**config.mk**
```make
export PLATFORM = sky130hd
export DESIGN_NAME = adc_power_clock_mode_ctrl
export DESIGN_NICKNAME = d
export VERILOG_FILES = /design/src/pkg/adc_ctrl_pkg.sv /design/src/pkg/pin_evt_if.sv /design/src/rtl/pin_sync.sv /design/src/rtl/adc_power_clock_mode_ctrl.sv
export SDC_FILE = /design/constraint.sdc
export NUM_CORES = 1
export LEC_CHECK = 0
export BUFFER_PORTS_ARGS = -buffer_cell sky130_fd_sc_hd__buf_2
export CAP_MARGIN = 20
export CELL_PAD_IN_SITES_DETAIL_PLACEMENT = 1
export CELL_PAD_IN_SITES_GLOBAL_PLACEMENT = 2
export CORE_UTILIZATION = 40
export DETAILED_ROUTE_END_ITERATION = 12
export HOLD_SLACK_MARGIN = 0.05
export PLACE_DENSITY_LB_ADDON = 0.2
export SYNTH_ARGS = -nofsm -noshare
export SYNTH_HDL_FRONTEND = slang
export SYNTH_SLANG_ARGS = --single-unit
```
**constraint.sdc**
```tcl
create_clock -name clock_i -period 5.9 [get_ports clock_i]
set_input_delay 0.59 -clock clock_i [delete_from_list [all_inputs] [get_ports clock_i]]
set_output_delay 0.59 -clock clock_i [all_outputs]
set_load 0.01 [all_outputs]
```
**src/pkg/adc_ctrl_pkg.sv**
```systemverilog
// constants and types shared by the converter control block
package adc_ctrl_pkg;
  localparam int SYS_CLK_KHZ = 200000;
  localparam int INT_FAST_KHZ = 1500;
  localparam int INT_SLOW_KHZ = 225;
  localparam int FAST_DIV = SYS_CLK_KHZ / INT_FAST_KHZ;
  localparam int SLOW_DIV = SYS_CLK_KHZ / INT_SLOW_KHZ;
  localparam int TICK_W = 10;
  localparam int RES_BITS = 12;
  localparam logic [3:0] CTRL_BITS = 4'h8;
  localparam logic [3:0] RES_MSB = 4'hb;
  localparam logic [1:0] MODE_EXT = 2'h3;
  localparam logic [1:0] MODE_INT = 2'h2;
  localparam logic [1:0] MODE_UNASSIGNED = 2'h1;
  localparam logic [1:0] MODE_PD = 2'h0;
  localparam int CHAN_HI = 6;
  localparam int CHAN_LO = 4;
  localparam int UNI_POS = 3;
  localparam int SGL_POS = 2;
  localparam logic [7:0] CTRL_START = 8'h01;
  localparam logic [11:0] CODE_ZERO = 12'h000;
  localparam logic [11:0] CODE_ONE = 12'h001;
  typedef enum logic [3:0] {
    ST_IDLE = 4'b0001,
    ST_SHIFT = 4'b0010,
    ST_CONV_EXT = 4'b0100,
    ST_CONV_INT = 4'b1000
  } conv_state_t;
endpackage : adc_ctrl_pkg

```
**src/pkg/pin_evt_if.sv**
```systemverilog
// synchronised pin levels and serial clock edge events
`timescale 1ns/100ps
interface pin_evt_if;
  logic sclk_rise;
  logic sclk_fall;
  logic cs_n;
  logic din;
  logic hard_shutdown_pin_n;
  logic hard_shutdown_pin_open;
  logic comp;
  modport src (output sclk_rise, sclk_fall, cs_n, din, hard_shutdown_pin_n, hard_shutdown_pin_open, comp);
  modport dst (input sclk_rise, sclk_fall, cs_n, din, hard_shutdown_pin_n, hard_shutdown_pin_open, comp);
endinterface : pin_evt_if

```
**src/rtl/pin_sync.sv**
```systemverilog
// two-stage pin synchronisers and serial clock edge finder
`timescale 1ns/100ps
module pin_sync
  import adc_ctrl_pkg::*;
(
  input wire logic clock_i,      // system clock
  input wire logic sys_rst_i,    // synchronous reset
  input wire logic sclk_i,       // serial clock pin
  input wire logic cs_n_i,       // chip select pin
  input wire logic din_i,        // serial data pin
  input wire logic hard_shutdown_pin_n_i,     // shutdown pin level
  input wire logic hard_shutdown_pin_open_i,  // shutdown pin floating
  input wire logic comp_i,       // comparator decision
  pin_evt_if.src ev              // events to the core
);
  typedef struct packed {
    logic [5:0] s1;
    logic [5:0] s2;
    logic prev;
    logic rise;
    logic fall;
  } sync_t;

  sync_t q;
  sync_t d;

  always_comb begin
    d = q;
    d.s1 = {sclk_i, cs_n_i, din_i, hard_shutdown_pin_n_i, hard_shutdown_pin_open_i, comp_i};
    d.s2 = q.s1;
    d.prev = q.s2[5];
    // edges only from the second stage
    d.rise = q.s2[5] & ~q.prev;
    d.fall = ~q.s2[5] & q.prev;
  end

  always_ff @(posedge clock_i) begin
    if (sys_rst_i) begin
      q <= '{s1: 6'h14, s2: 6'h14, prev: 1'b0, rise: 1'b0, fall: 1'b0};
    end else begin
      q <= d;
    end
  end

  assign ev.sclk_rise = q.rise;
  assign ev.sclk_fall = q.fall;
  assign ev.cs_n = q.s2[4];
  assign ev.din = q.s2[3];
  assign ev.hard_shutdown_pin_n = q.s2[2];
  assign ev.hard_shutdown_pin_open = q.s2[1];
  assign ev.comp = q.s2[0];
endmodule : pin_sync

```
**src/rtl/adc_power_clock_mode_ctrl.sv**
```systemverilog
// serial control, clock mode and power-down sequencing of the converter
// Functional notes
// - mode bits: 11 external clock, 10 internal clock, 00 power-down, 01 unassigned
// - shutdown high: 225kHz internal clock; open: 1.5MHz; low: power-down
// - software power-down waits until the running conversion completes
// - internal mode: result still shifts out during software power-down
// - first one on data input is the start bit and wakes the device
// - high mode bit keeps power; both clear powers down after one conversion
// - shutdown low aborts any conversion at once, hardware power-down
// - code step is span over 4096; bipolar result in two's complement
// - code transitions sit midway between integer step values
// - strobe falling edge marks conversion running, result bits coming
// - mode bits are last two; conversion starts on fall after eighth bit
// - shutdown low overrides the mode bits
// - external mode: strobe high one period, then 12 falling-edge decisions
// - internal mode: strobe low during conversion, high once result stored
`timescale 1ns/100ps
module adc_power_clock_mode_ctrl
  import adc_ctrl_pkg::*;
#(
  parameter int FAST_DIV_P = FAST_DIV,
  parameter int SLOW_DIV_P = SLOW_DIV
) (
  input wire logic clock_i,                  // 200 MHz system clock
  input wire logic sys_rst_i,                // synchronous reset, high
  input wire logic sclk_i,                   // serial clock pin
  input wire logic cs_n_i,                   // chip select pin, low active
  input wire logic din_i,                    // serial data in pin
  input wire logic hard_shutdown_pin_i,      // shutdown pin, low = off
  input wire logic shutdown_pin_open_i,      // shutdown pin left floating
  input wire logic comp_i,                   // comparator: input above trial
  output logic dout_o,                       // serial data out
  output logic dout_oe_o,                    // data out driven
  output logic conversion_strobe_out_o,      // conversion strobe
  output logic strobe_oe_o,                  // strobe driven
  output logic [RES_BITS-1:0] dac_trial_o,   // trial code to the dac
  output logic [2:0] channel_o,              // selected channel
  output logic unipolar_o,                   // unipolar input range
  output logic single_ended_o,               // single-ended input
  output logic pwr_on_o,                     // analog section powered
  output logic int_clk_slow_o,               // internal clock at 225 kHz
  output logic ext_clk_mode_o                // external conversion clock
);
  typedef struct packed {
    conv_state_t st;
    logic [7:0] ctl;
    logic [3:0] nbits;
    logic ext_mode;
    logic pd_after;
    logic sw_pd;
    logic hw_pd;
    logic [RES_BITS-1:0] sar;
    logic [RES_BITS-1:0] trial;
    logic [3:0] bidx;
    logic [RES_BITS-1:0] out;
    logic [TICK_W-1:0] tick;
    logic strobe;
    logic strobe_oe;
    logic dout;
    logic dout_oe;
    logic cs_prev;
    logic [2:0] chan;
    logic uni;
    logic sgl;
    logic slow;
    logic pwr_on;
  } core_t;

  pin_evt_if ev ();

  pin_sync u_sync (
    .clock_i(clock_i),
    .sys_rst_i(sys_rst_i),
    .sclk_i(sclk_i),
    .cs_n_i(cs_n_i),
    .din_i(din_i),
    .hard_shutdown_pin_n_i(hard_shutdown_pin_i),
    .hard_shutdown_pin_open_i(shutdown_pin_open_i),
    .comp_i(comp_i),
    .ev(ev.src)
  );

  core_t q;
  core_t d;
  logic [TICK_W-1:0] tick_lim;
  logic dec_ext;
  logic dec_int;
  logic fin;
  logic start_conv;
  logic [1:0] mode_bits;

  // bipolar codes leave the sar offset-binary, flip msb for two's complement
  function automatic logic [RES_BITS-1:0] out_code(input logic [RES_BITS-1:0] s,
                                                   input logic uni);
    out_code = uni ? s : {~s[RES_BITS-1], s[RES_BITS-2:0]};
  endfunction : out_code

  function automatic logic [RES_BITS-1:0] bit_mask(input logic [3:0] idx);
    bit_mask = CODE_ONE << idx;
  endfunction : bit_mask

  assign mode_bits = q.ctl[1:0];
  assign tick_lim = ev.hard_shutdown_pin_open ? TICK_W'(FAST_DIV_P - 1) : TICK_W'(SLOW_DIV_P - 1);
  assign dec_ext = q.st == ST_CONV_EXT && ev.sclk_fall && !ev.cs_n;
  // rate pin may move mid conversion; never let the tick run past the limit
  assign dec_int = q.st == ST_CONV_INT && q.tick >= tick_lim;
  assign fin = ev.hard_shutdown_pin_n && (dec_ext || dec_int) && q.bidx == 4'h0;
  assign start_conv = ev.hard_shutdown_pin_n && q.st == ST_SHIFT && ev.sclk_fall && !ev.cs_n
                      && q.nbits == CTRL_BITS;

  always_comb begin
    d = q;
    d.cs_prev = ev.cs_n;
    d.dout_oe = !ev.cs_n;
    d.slow = !ev.hard_shutdown_pin_open;
    // internal mode keeps the strobe driven with chip select high
    d.strobe_oe = !ev.cs_n || !q.ext_mode;
    if (q.ext_mode && q.cs_prev && !ev.cs_n && q.st != ST_CONV_INT) begin
      d.strobe = 1'b0;
    end
    if (!ev.hard_shutdown_pin_n) begin
      // abort without finishing; clock mode kept for the wake-up
      d.st = ST_IDLE;
      d.hw_pd = 1'b1;
      d.nbits = 4'h0;
    end else begin
      d.hw_pd = 1'b0;
      case (q.st)
        ST_IDLE: begin
          if (ev.sclk_rise && !ev.cs_n && ev.din) begin
            d.st = ST_SHIFT;
            d.ctl = CTRL_START;
            d.nbits = 4'h1;
            d.sw_pd = 1'b0;
          end else if (ev.sclk_fall && !ev.cs_n) begin
            d.dout = q.out[RES_BITS-1];
            d.out = {q.out[RES_BITS-2:0], 1'b0};
          end
        end
        ST_SHIFT: begin
          if (ev.cs_n) begin
            d.st = ST_IDLE;
          end else if (ev.sclk_rise && q.nbits != CTRL_BITS) begin
            d.ctl = {q.ctl[6:0], ev.din};
            d.nbits = q.nbits + 4'h1;
          end else if (start_conv) begin
            // unassigned code leaves the clock mode unchanged
            if (mode_bits[1]) begin
              d.ext_mode = mode_bits[0];
            end
            d.pd_after = mode_bits == MODE_PD;
            d.chan = q.ctl[CHAN_HI:CHAN_LO];
            d.uni = q.ctl[UNI_POS];
            d.sgl = q.ctl[SGL_POS];
            d.sar = CODE_ZERO;
            d.bidx = RES_MSB;
            d.tick = '0;
            d.nbits = 4'h0;
            // power-down keeps converting in the clock mode already chosen
            if (mode_bits[1] ? mode_bits[0] : q.ext_mode) begin
              d.st = ST_CONV_EXT;
              d.strobe = 1'b1;
            end else begin
              d.st = ST_CONV_INT;
              d.strobe = 1'b0;
            end
          end
        end
        ST_CONV_EXT: begin
          if (ev.cs_n) begin
            d.st = ST_IDLE;
          end else if (dec_ext) begin
            d.strobe = 1'b0;
            d.sar = q.sar | (ev.comp ? bit_mask(q.bidx) : CODE_ZERO);
            // bipolar msb leaves inverted so the stream is two's complement
            d.dout = ev.comp ^ (q.bidx == RES_MSB && !q.uni);
            d.bidx = q.bidx - 4'h1;
          end
        end
        ST_CONV_INT: begin
          // chip select high does not disturb an internal conversion
          if (dec_int) begin
            d.tick = '0;
            d.sar = q.sar | (ev.comp ? bit_mask(q.bidx) : CODE_ZERO);
            d.bidx = q.bidx - 4'h1;
          end else begin
            d.tick = q.tick + TICK_W'(1);
          end
        end
        default: begin
          d.st = ST_IDLE;
        end
      endcase
      if (fin) begin
        d.st = ST_IDLE;
        d.sw_pd = q.pd_after;
        if (q.st == ST_CONV_INT) begin
          d.out = out_code(d.sar, q.uni);
          d.strobe = 1'b1;
        end else begin
          // trailing bits in external mode read as zero
          d.out = CODE_ZERO;
        end
      end
    end
    // trial lies half a step above the bit boundary via the dac offset
    d.trial = d.sar | bit_mask(d.bidx);
    d.pwr_on = !d.sw_pd && !d.hw_pd;
  end

  always_ff @(posedge clock_i) begin
    if (sys_rst_i) begin
      q <= '{st: ST_IDLE, ctl: 8'h00, nbits: 4'h0, ext_mode: 1'b0, pd_after: 1'b0,
             sw_pd: 1'b0, hw_pd: 1'b0, sar: CODE_ZERO, trial: CODE_ZERO, bidx: RES_MSB,
             out: CODE_ZERO, tick: '0, strobe: 1'b1, strobe_oe: 1'b1, dout: 1'b0,
             dout_oe: 1'b0, cs_prev: 1'b1, chan: 3'h0, uni: 1'b0, sgl: 1'b0,
             slow: 1'b0, pwr_on: 1'b1};
    end else begin
      q <= d;
    end
  end

  assign dout_o = q.dout;
  assign dout_oe_o = q.dout_oe;
  assign conversion_strobe_out_o = q.strobe;
  assign strobe_oe_o = q.strobe_oe;
  assign dac_trial_o = q.trial;
  assign channel_o = q.chan;
  assign unipolar_o = q.uni;
  assign single_ended_o = q.sgl;
  assign pwr_on_o = q.pwr_on;
  assign int_clk_slow_o = q.slow;
  assign ext_clk_mode_o = q.ext_mode;
endmodule : adc_power_clock_mode_ctrl

```
Word level (Yosys, flattened, before mapping)
Cells that the tools add are included. W data, S select, Z words.

Bits in registers: 95. Output and inout port bits: 24. Word-level logic and storage cells: 167. Bits of input ports: 8.

Equal/unequal tests: 22. Bitwise operators: 12. Reduce and logical (&&, ||, !) cells: 41. Shift operators: 2. Multiplexer cells: 60. Add/sub/neg operators: 3. $lt $le $gt $ge: 1.

Operators with widths (count): $mux W12 (15); $mux W4 (12); $pmux W12 S3 (1); $mux W11 (3); $mux W27 (1); $or A12 B12 Y12 (2); $shl A1 B4 Y12 const A (2); $pmux W11 S2 (1); $mux W10 (2); $pmux W10 S2 (1); $reduce_and A5 Y1 (4); $logic_and A1 B1 Y1 (18); $ne A2 B2 Y1 const B (9); $mux W16 (1); $pmux W4 S4 (1); $mux W1 (15); $mux W13 (1); $eq A4 B4 Y1 const B (3); $pmux W4 S3 (1); $add A10 B1 Y10 const B (1); $ge A10 B10 Y1 (1); $reduce_bool A2 Y1 (5); $ne A3 B2 Y1 const B (3); $ne A4 B4 Y1 const B (2); other kinds (21) (36).

Depth between registers and ports, before layout
Depth in word-level cells: 17. Depth in mapped cells: 10. Gate-level depth less buffers: 9.

Modules after synthesis
From an unflattened synthesis, not the netlist that was laid out.

Cells, all modules: 480. Area, all modules: 4309.1 µm².

Modules (own cells, without submodules): adc_power_clock_mode_ctrl (times used 1, sequential area each 1601.5 µm², cells each 449, area each 3895.0 µm²); pin_sync (times used 1, sequential area each 300.3 µm², cells each 31, area each 414.1 µm²).

Least setup slack after synthesis
OpenSTA, ideal clock, no wires.

Path kind: register to register. From: reg q[81] in the netlist's numbering. To: reg q (netlist bit dac_trial_o[10]). Required time: 5.808 ns. Path slack: 3.446 ns. Clock period less this slack: 2.454 ns. Arrival time: 2.361 ns. Library setup time: 0.092 ns. Stages on the path, launching flop included: 9. Path buffers: 3. Path through: dfxtp_1 buf_6 or4b_1 clkbuf_2 or4_1 buf_6 a32o_1 a211o_1 o32ai_1.

Cells in the longest elaborated chain, start to end: 12. Elaborated cells on any way between the ends: 29. Those cells by class: 3 x eq/ne; 1 x shift; 17 x mux; 1 x bitwise; 7 x reduce/logical.

RTL lines: start, declared (line adc_power_clock_mode_ctrl.sv:83) `core_t q;`; start signal, assigned (line adc_power_clock_mode_ctrl.sv:213) `q <= '{st: ST_IDLE, ctl: 8'h00, nbits: 4'h0, ext_mode: 1'b0, pd_after: 1'b0,`; $eq A4 B2 Y1 (line adc_power_clock_mode_ctrl.sv:108, adc_power_clock_mode_ctrl.sv:128); $logic_and A1 B1 Y1 (3 in a row) (line adc_power_clock_mode_ctrl.sv:108) `assign start_conv = ev.hard_shutdown_pin_n && q.st == ST_SHIFT && ev.sclk_fall && !ev.cs_n`; $logic_and A1 B1 Y1 (line adc_power_clock_mode_ctrl.sv:109) `&& q.nbits == CTRL_BITS;`; $mux W12 / $mux W4 (equally long branches) (line adc_power_clock_mode_ctrl.sv:146) `end else if (start_conv) begin`; $mux W12 / $mux W4 (equally long branches) (line adc_power_clock_mode_ctrl.sv:143) `end else if (ev.sclk_rise && q.nbits != CTRL_BITS) begin`; $mux W12 / $mux W4 (equally long branches) (line adc_power_clock_mode_ctrl.sv:141) `if (ev.cs_n) begin`; $pmux W12 S3 / $pmux W4 S3 (equally long branches) (line adc_power_clock_mode_ctrl.sv:128) `case (q.st)`; $mux W12 / $mux W27 (equally long branches) (line adc_power_clock_mode_ctrl.sv:121) `if (!ev.hard_shutdown_pin_n) begin`; $mux W12 / $shl A1 B4 Y12 (equally long branches) (line adc_power_clock_mode_ctrl.sv:121, adc_power_clock_mode_ctrl.sv:99); $or A12 B12 Y12 * (line adc_power_clock_mode_ctrl.sv:207) `d.trial = d.sar | bit_mask(d.bidx);`.

Every way passes the cells marked *; elsewhere a longest branch is shown, timed or not. The select of a mux whose other input is x is not followed. A chain may end at the register's enable or synchronous reset.

Final worst setup path
From: reg u_sync.q (netlist bit u_sync.ev.hard_shutdown_pin_open). To: reg q[22] in the netlist's numbering.

Cells in the longest elaborated chain, start to end: 9. Elaborated cells on any way between the ends: 16. Those cells by class: 1 x order compare; 1 x eq/ne; 7 x mux; 7 x reduce/logical.

RTL lines: start, declared (line pin_sync.sv:24) `sync_t q;`; start signal, assigned (line pin_sync.sv:39) `q <= '{s1: 6'h14, s2: 6'h14, prev: 1'b0, rise: 1'b0, fall: 1'b0};`; $mux W10 * (line adc_power_clock_mode_ctrl.sv:103) `assign tick_lim = ev.hard_shutdown_pin_open ? TICK_W'(FAST_DIV_P - 1) : TICK_W'(SLOW_DIV_P - 1);`; $ge A10 B10 Y1 * (line adc_power_clock_mode_ctrl.sv:106) `assign dec_int = q.st == ST_CONV_INT && q.tick >= tick_lim;`; $logic_and A1 B1 Y1 * (line adc_power_clock_mode_ctrl.sv:106); $mux W12 (line adc_power_clock_mode_ctrl.sv:182) `if (dec_int) begin`; $pmux W12 S3 (line adc_power_clock_mode_ctrl.sv:128); $mux W12 (line adc_power_clock_mode_ctrl.sv:121); $mux W12 (line adc_power_clock_mode_ctrl.sv:95) `out_code = uni ? s : {~s[RES_BITS-1], s[RES_BITS-2:0]};`; $mux W12 (line adc_power_clock_mode_ctrl.sv:197) `if (q.st == ST_CONV_INT) begin`; $mux W12 (line adc_power_clock_mode_ctrl.sv:194) `if (fin) begin`.

Marked as above.

==> out/qor.yml <==
yosys_warnings: 0
synth_seq_cells: 95
drt-wirelength-per-cell_um: 17.11
post_dp_cell_area_mm2: 0.004417
startpoint_type: "flop"
vias: 3421
combinationalPowerShare_pct: 2.8
grt_remaining_overflow: 0
p_sw_mw: 0.2492
worst_slew_pin_slew_ns: 1.085
fin_nets: 512
power_frac_seq_pct: 60.0
layout_min_cycle_time_ns: 3.497
dr.pass1.iters: 4
cell_internal_pwr_mw: 0.8347
setup-violations-final: 0
post-route-util_pct: 44.35
synth-main-ff-cell: "dfxtp_1"
drive_above_1_share_pct: 13.79
hpwl_um: 7863
critPathMaxFanout: 11
io-pin-count: 32
post-cts-setup-buffer-count: 0
htreeDepth: 3
endpoint_kind: "flop"
layout_setup_ws_ns: 2.403
grt_pass1_vias: 3499
numCtsBuffers: 9
p_sw_share_pct: 22.99
skew_ns: 0.009073
cp.required_ns: 6.19
ir_drop_uv: 135.9
grt_max_degree: 53
drc: 0
relSlewSlack_pct: 27.08
gp_congestion: 0.8208
die_w_um: 105.4
grt_pass1_wl_um: 17850
cts.repair.resized: 0
p_leak_nw: 1.950
vias_per_cell: 5.439
die_area_mm2: 0.01112
finish.instance_area_mm2: 0.004599
wl_um: 10760
pre_cts_ws_ns: 2.459
clock_latency_ns: 0.36
yosysUniqueCellTypes: 53
cts_sinks: 95
cap_violations: 0
antenna_found_initial: 0
clock.fmax_mhz: 285.9
holdBufCountCts: 0
hold_class: "input pin to flop"
die_h_um: 105.4
cts_tree: "done"
netlist_area_mm2: 0.004280
gr-usage-all-layers_pct: 20.56
clockBufferDepth: 2
final-max-slew-violation-count: 0
final_hold_viol_count: 0
core_area_mm2: 0.01037
rsz0062_at_grt: "no"
root_buffer: "clkbuf_8"
syn_to_final_growth_pct: 7.454
fp-row-count: 37
start_util_pct: 41.28
clk_pin_slew_ns: 0.09
path_class: "flop to flop"
fin_crit_sh_pct: 59.27
async_flop_share_pct: 0
syn_nets: 505
status: "complete, no violations"
fin_setup_tns_ns: 0
synth_edf_count: 0
worstPathArrival_ns: 3.78
ant_nets: 0
avgSynthCellArea_um2: 8.899
clockPowerShare_pct: 37.2
diodes: 0
yosysSeqAreaShare_pct: 44.43
port_buffers: 31
pwr_density_cell_mw_per_mm2: 235.7
drt-initial-drc-count: 193
synthCells: 481
-- metrics by stage --
step,power [mW],instances,hold slack (ns)
after floorplan,0.6847,481,0.3835
after global placement,0.6953,613,0.3915
after detailed placement,0.6964,613,0.4001
after CTS,1.100,629,0.3929
after global routing,1.128,629,0.3937
final,1.084,629,0.4100
-- layer usage --
layer	share of wire [%]	vias up	global-route usage, %
met3	2.6	6	3.463
met4	0.79	0	5.835
met5	0	-	0
li1	-	1696	-
met1	51	1677	27.85
met2	45	42	33.60
-- Yosys cell counts, types with 6 or more instances --
master / count / share of area, %
mux2i_1: 15 / 3.5
nand2_1: 47 / 4.1
nor2b_1: 17 / 2.5
a31o_2: 8 / 1.6
clkbuf_1: 17 / 1.5
nor2_1: 41 / 3.6
o22ai_1: 8 / 1.2
buf_4: 15 / 2.6
a32oi_1: 6 / 1.2
a21oi_1: 37 / 4.3
or2_2: 6 / 0.88
and3_1: 11 / 1.6
inv_1: 11 / 0.96
xor2_1: 10 / 2.0
nand3_1: 17 / 2.0
a22oi_1: 7 / 1.2
o21ai_0: 18 / 2.1
ha_1: 16 / 4.7
nor3_1: 7 / 0.82
dfxtp_1: 95 / 44
-- power by group through the flow --
stage	clock network (mW)	registers (mW)	logic, mW
6_report	0.403	0.651	0.0301
5_1_grt	0.443	0.652	0.0336
4_1_cts	0.418	0.651	0.0306
3_5_place_dp	0	0.666	0.0306
3_3_place_gp	0	0.666	0.0297
2_1_floorplan	0	0.664	0.0204
-- state kept, by name, summed over array words and instances, names as in the netlist, 2 cells and up --
register	flops
u_sync.d	7
dac_trial_o	12
q	54
mode_bits	2
channel_o	3
-- path summary, 6_finish.rpt --
check,cells past startpoint,start,slack (ns),to
hold reg to reg,1,u_sync.d[7],0.42,u_sync.ev.cs_n
setup reg to reg,9,u_sync.ev.hard_shutdown_pin_open,2.40,q[22]
setup / recovery,9,u_sync.ev.hard_shutdown_pin_open,2.40,q[22]
hold / removal,2,hard_shutdown_pin_i,0.41,u_sync.d[5]
-- cell usage in the layout, fill, tap and decap left out, types with 7 or more instances in the layout --
cell type  instances
a21oi_1           37
a22oi_1            7
a31o_2             8
and3_1            11
buf_2             31
clkbuf_8          11
dfxtp_1           95
ha_1              16
inv_1             11
mux2i_1           15
nand2_1           47
nand3_1           17
nor2_1            41
nor2b_1           17
nor3_1             7
o21ai_0           18
o22ai_1            8
xor2_1            10
-- layout make-up --
cell class | instances | area [um^2]
Clock buffer | 12 | 155.1
Clock inverter | 4 | 27.53
Fill cell | 1271 | 5771
Inverter | 11 | 41.29
Multi-Input combinational cell | 337 | 2126
Sequential cell | 95 | 1902
Tap cell | 136 | 170.2
Timing Repair Buffer | 34 | 177.7
-- kinds of logic (layout without fill, tap and decap cells) --
| logic type | Yosys count | in the layout | share of synthesized area (%) |
|---|---|---|---|
| adders and majority gates | 16 | 16 | 4.677 |
| AOI/OAI and AO/OA | 114 | 114 | 17.54 |
| and+or+nand+nor | 180 | 180 | 21.34 |
| muxes | 15 | 15 | 3.508 |
| buffers and inverters | 49 | 61 | 6.051 |
| xor gates and xnor gates | 12 | 12 | 2.455 |
| DFF | 95 | 95 | 44.43 |
-- critical path, stage by stage (launching register included) --
cell     delay (ns)
dfxtp_1        0.61
inv_1          0.14
ha_1           0.33
a21oi_1        0.07
o21ai_0        0.28
a211o_1        0.25
a21oi_1        0.16
nor3_1         0.89
nand3_1        0.43
o22ai_1        0.25
Power figures use the tool's default switching activity.
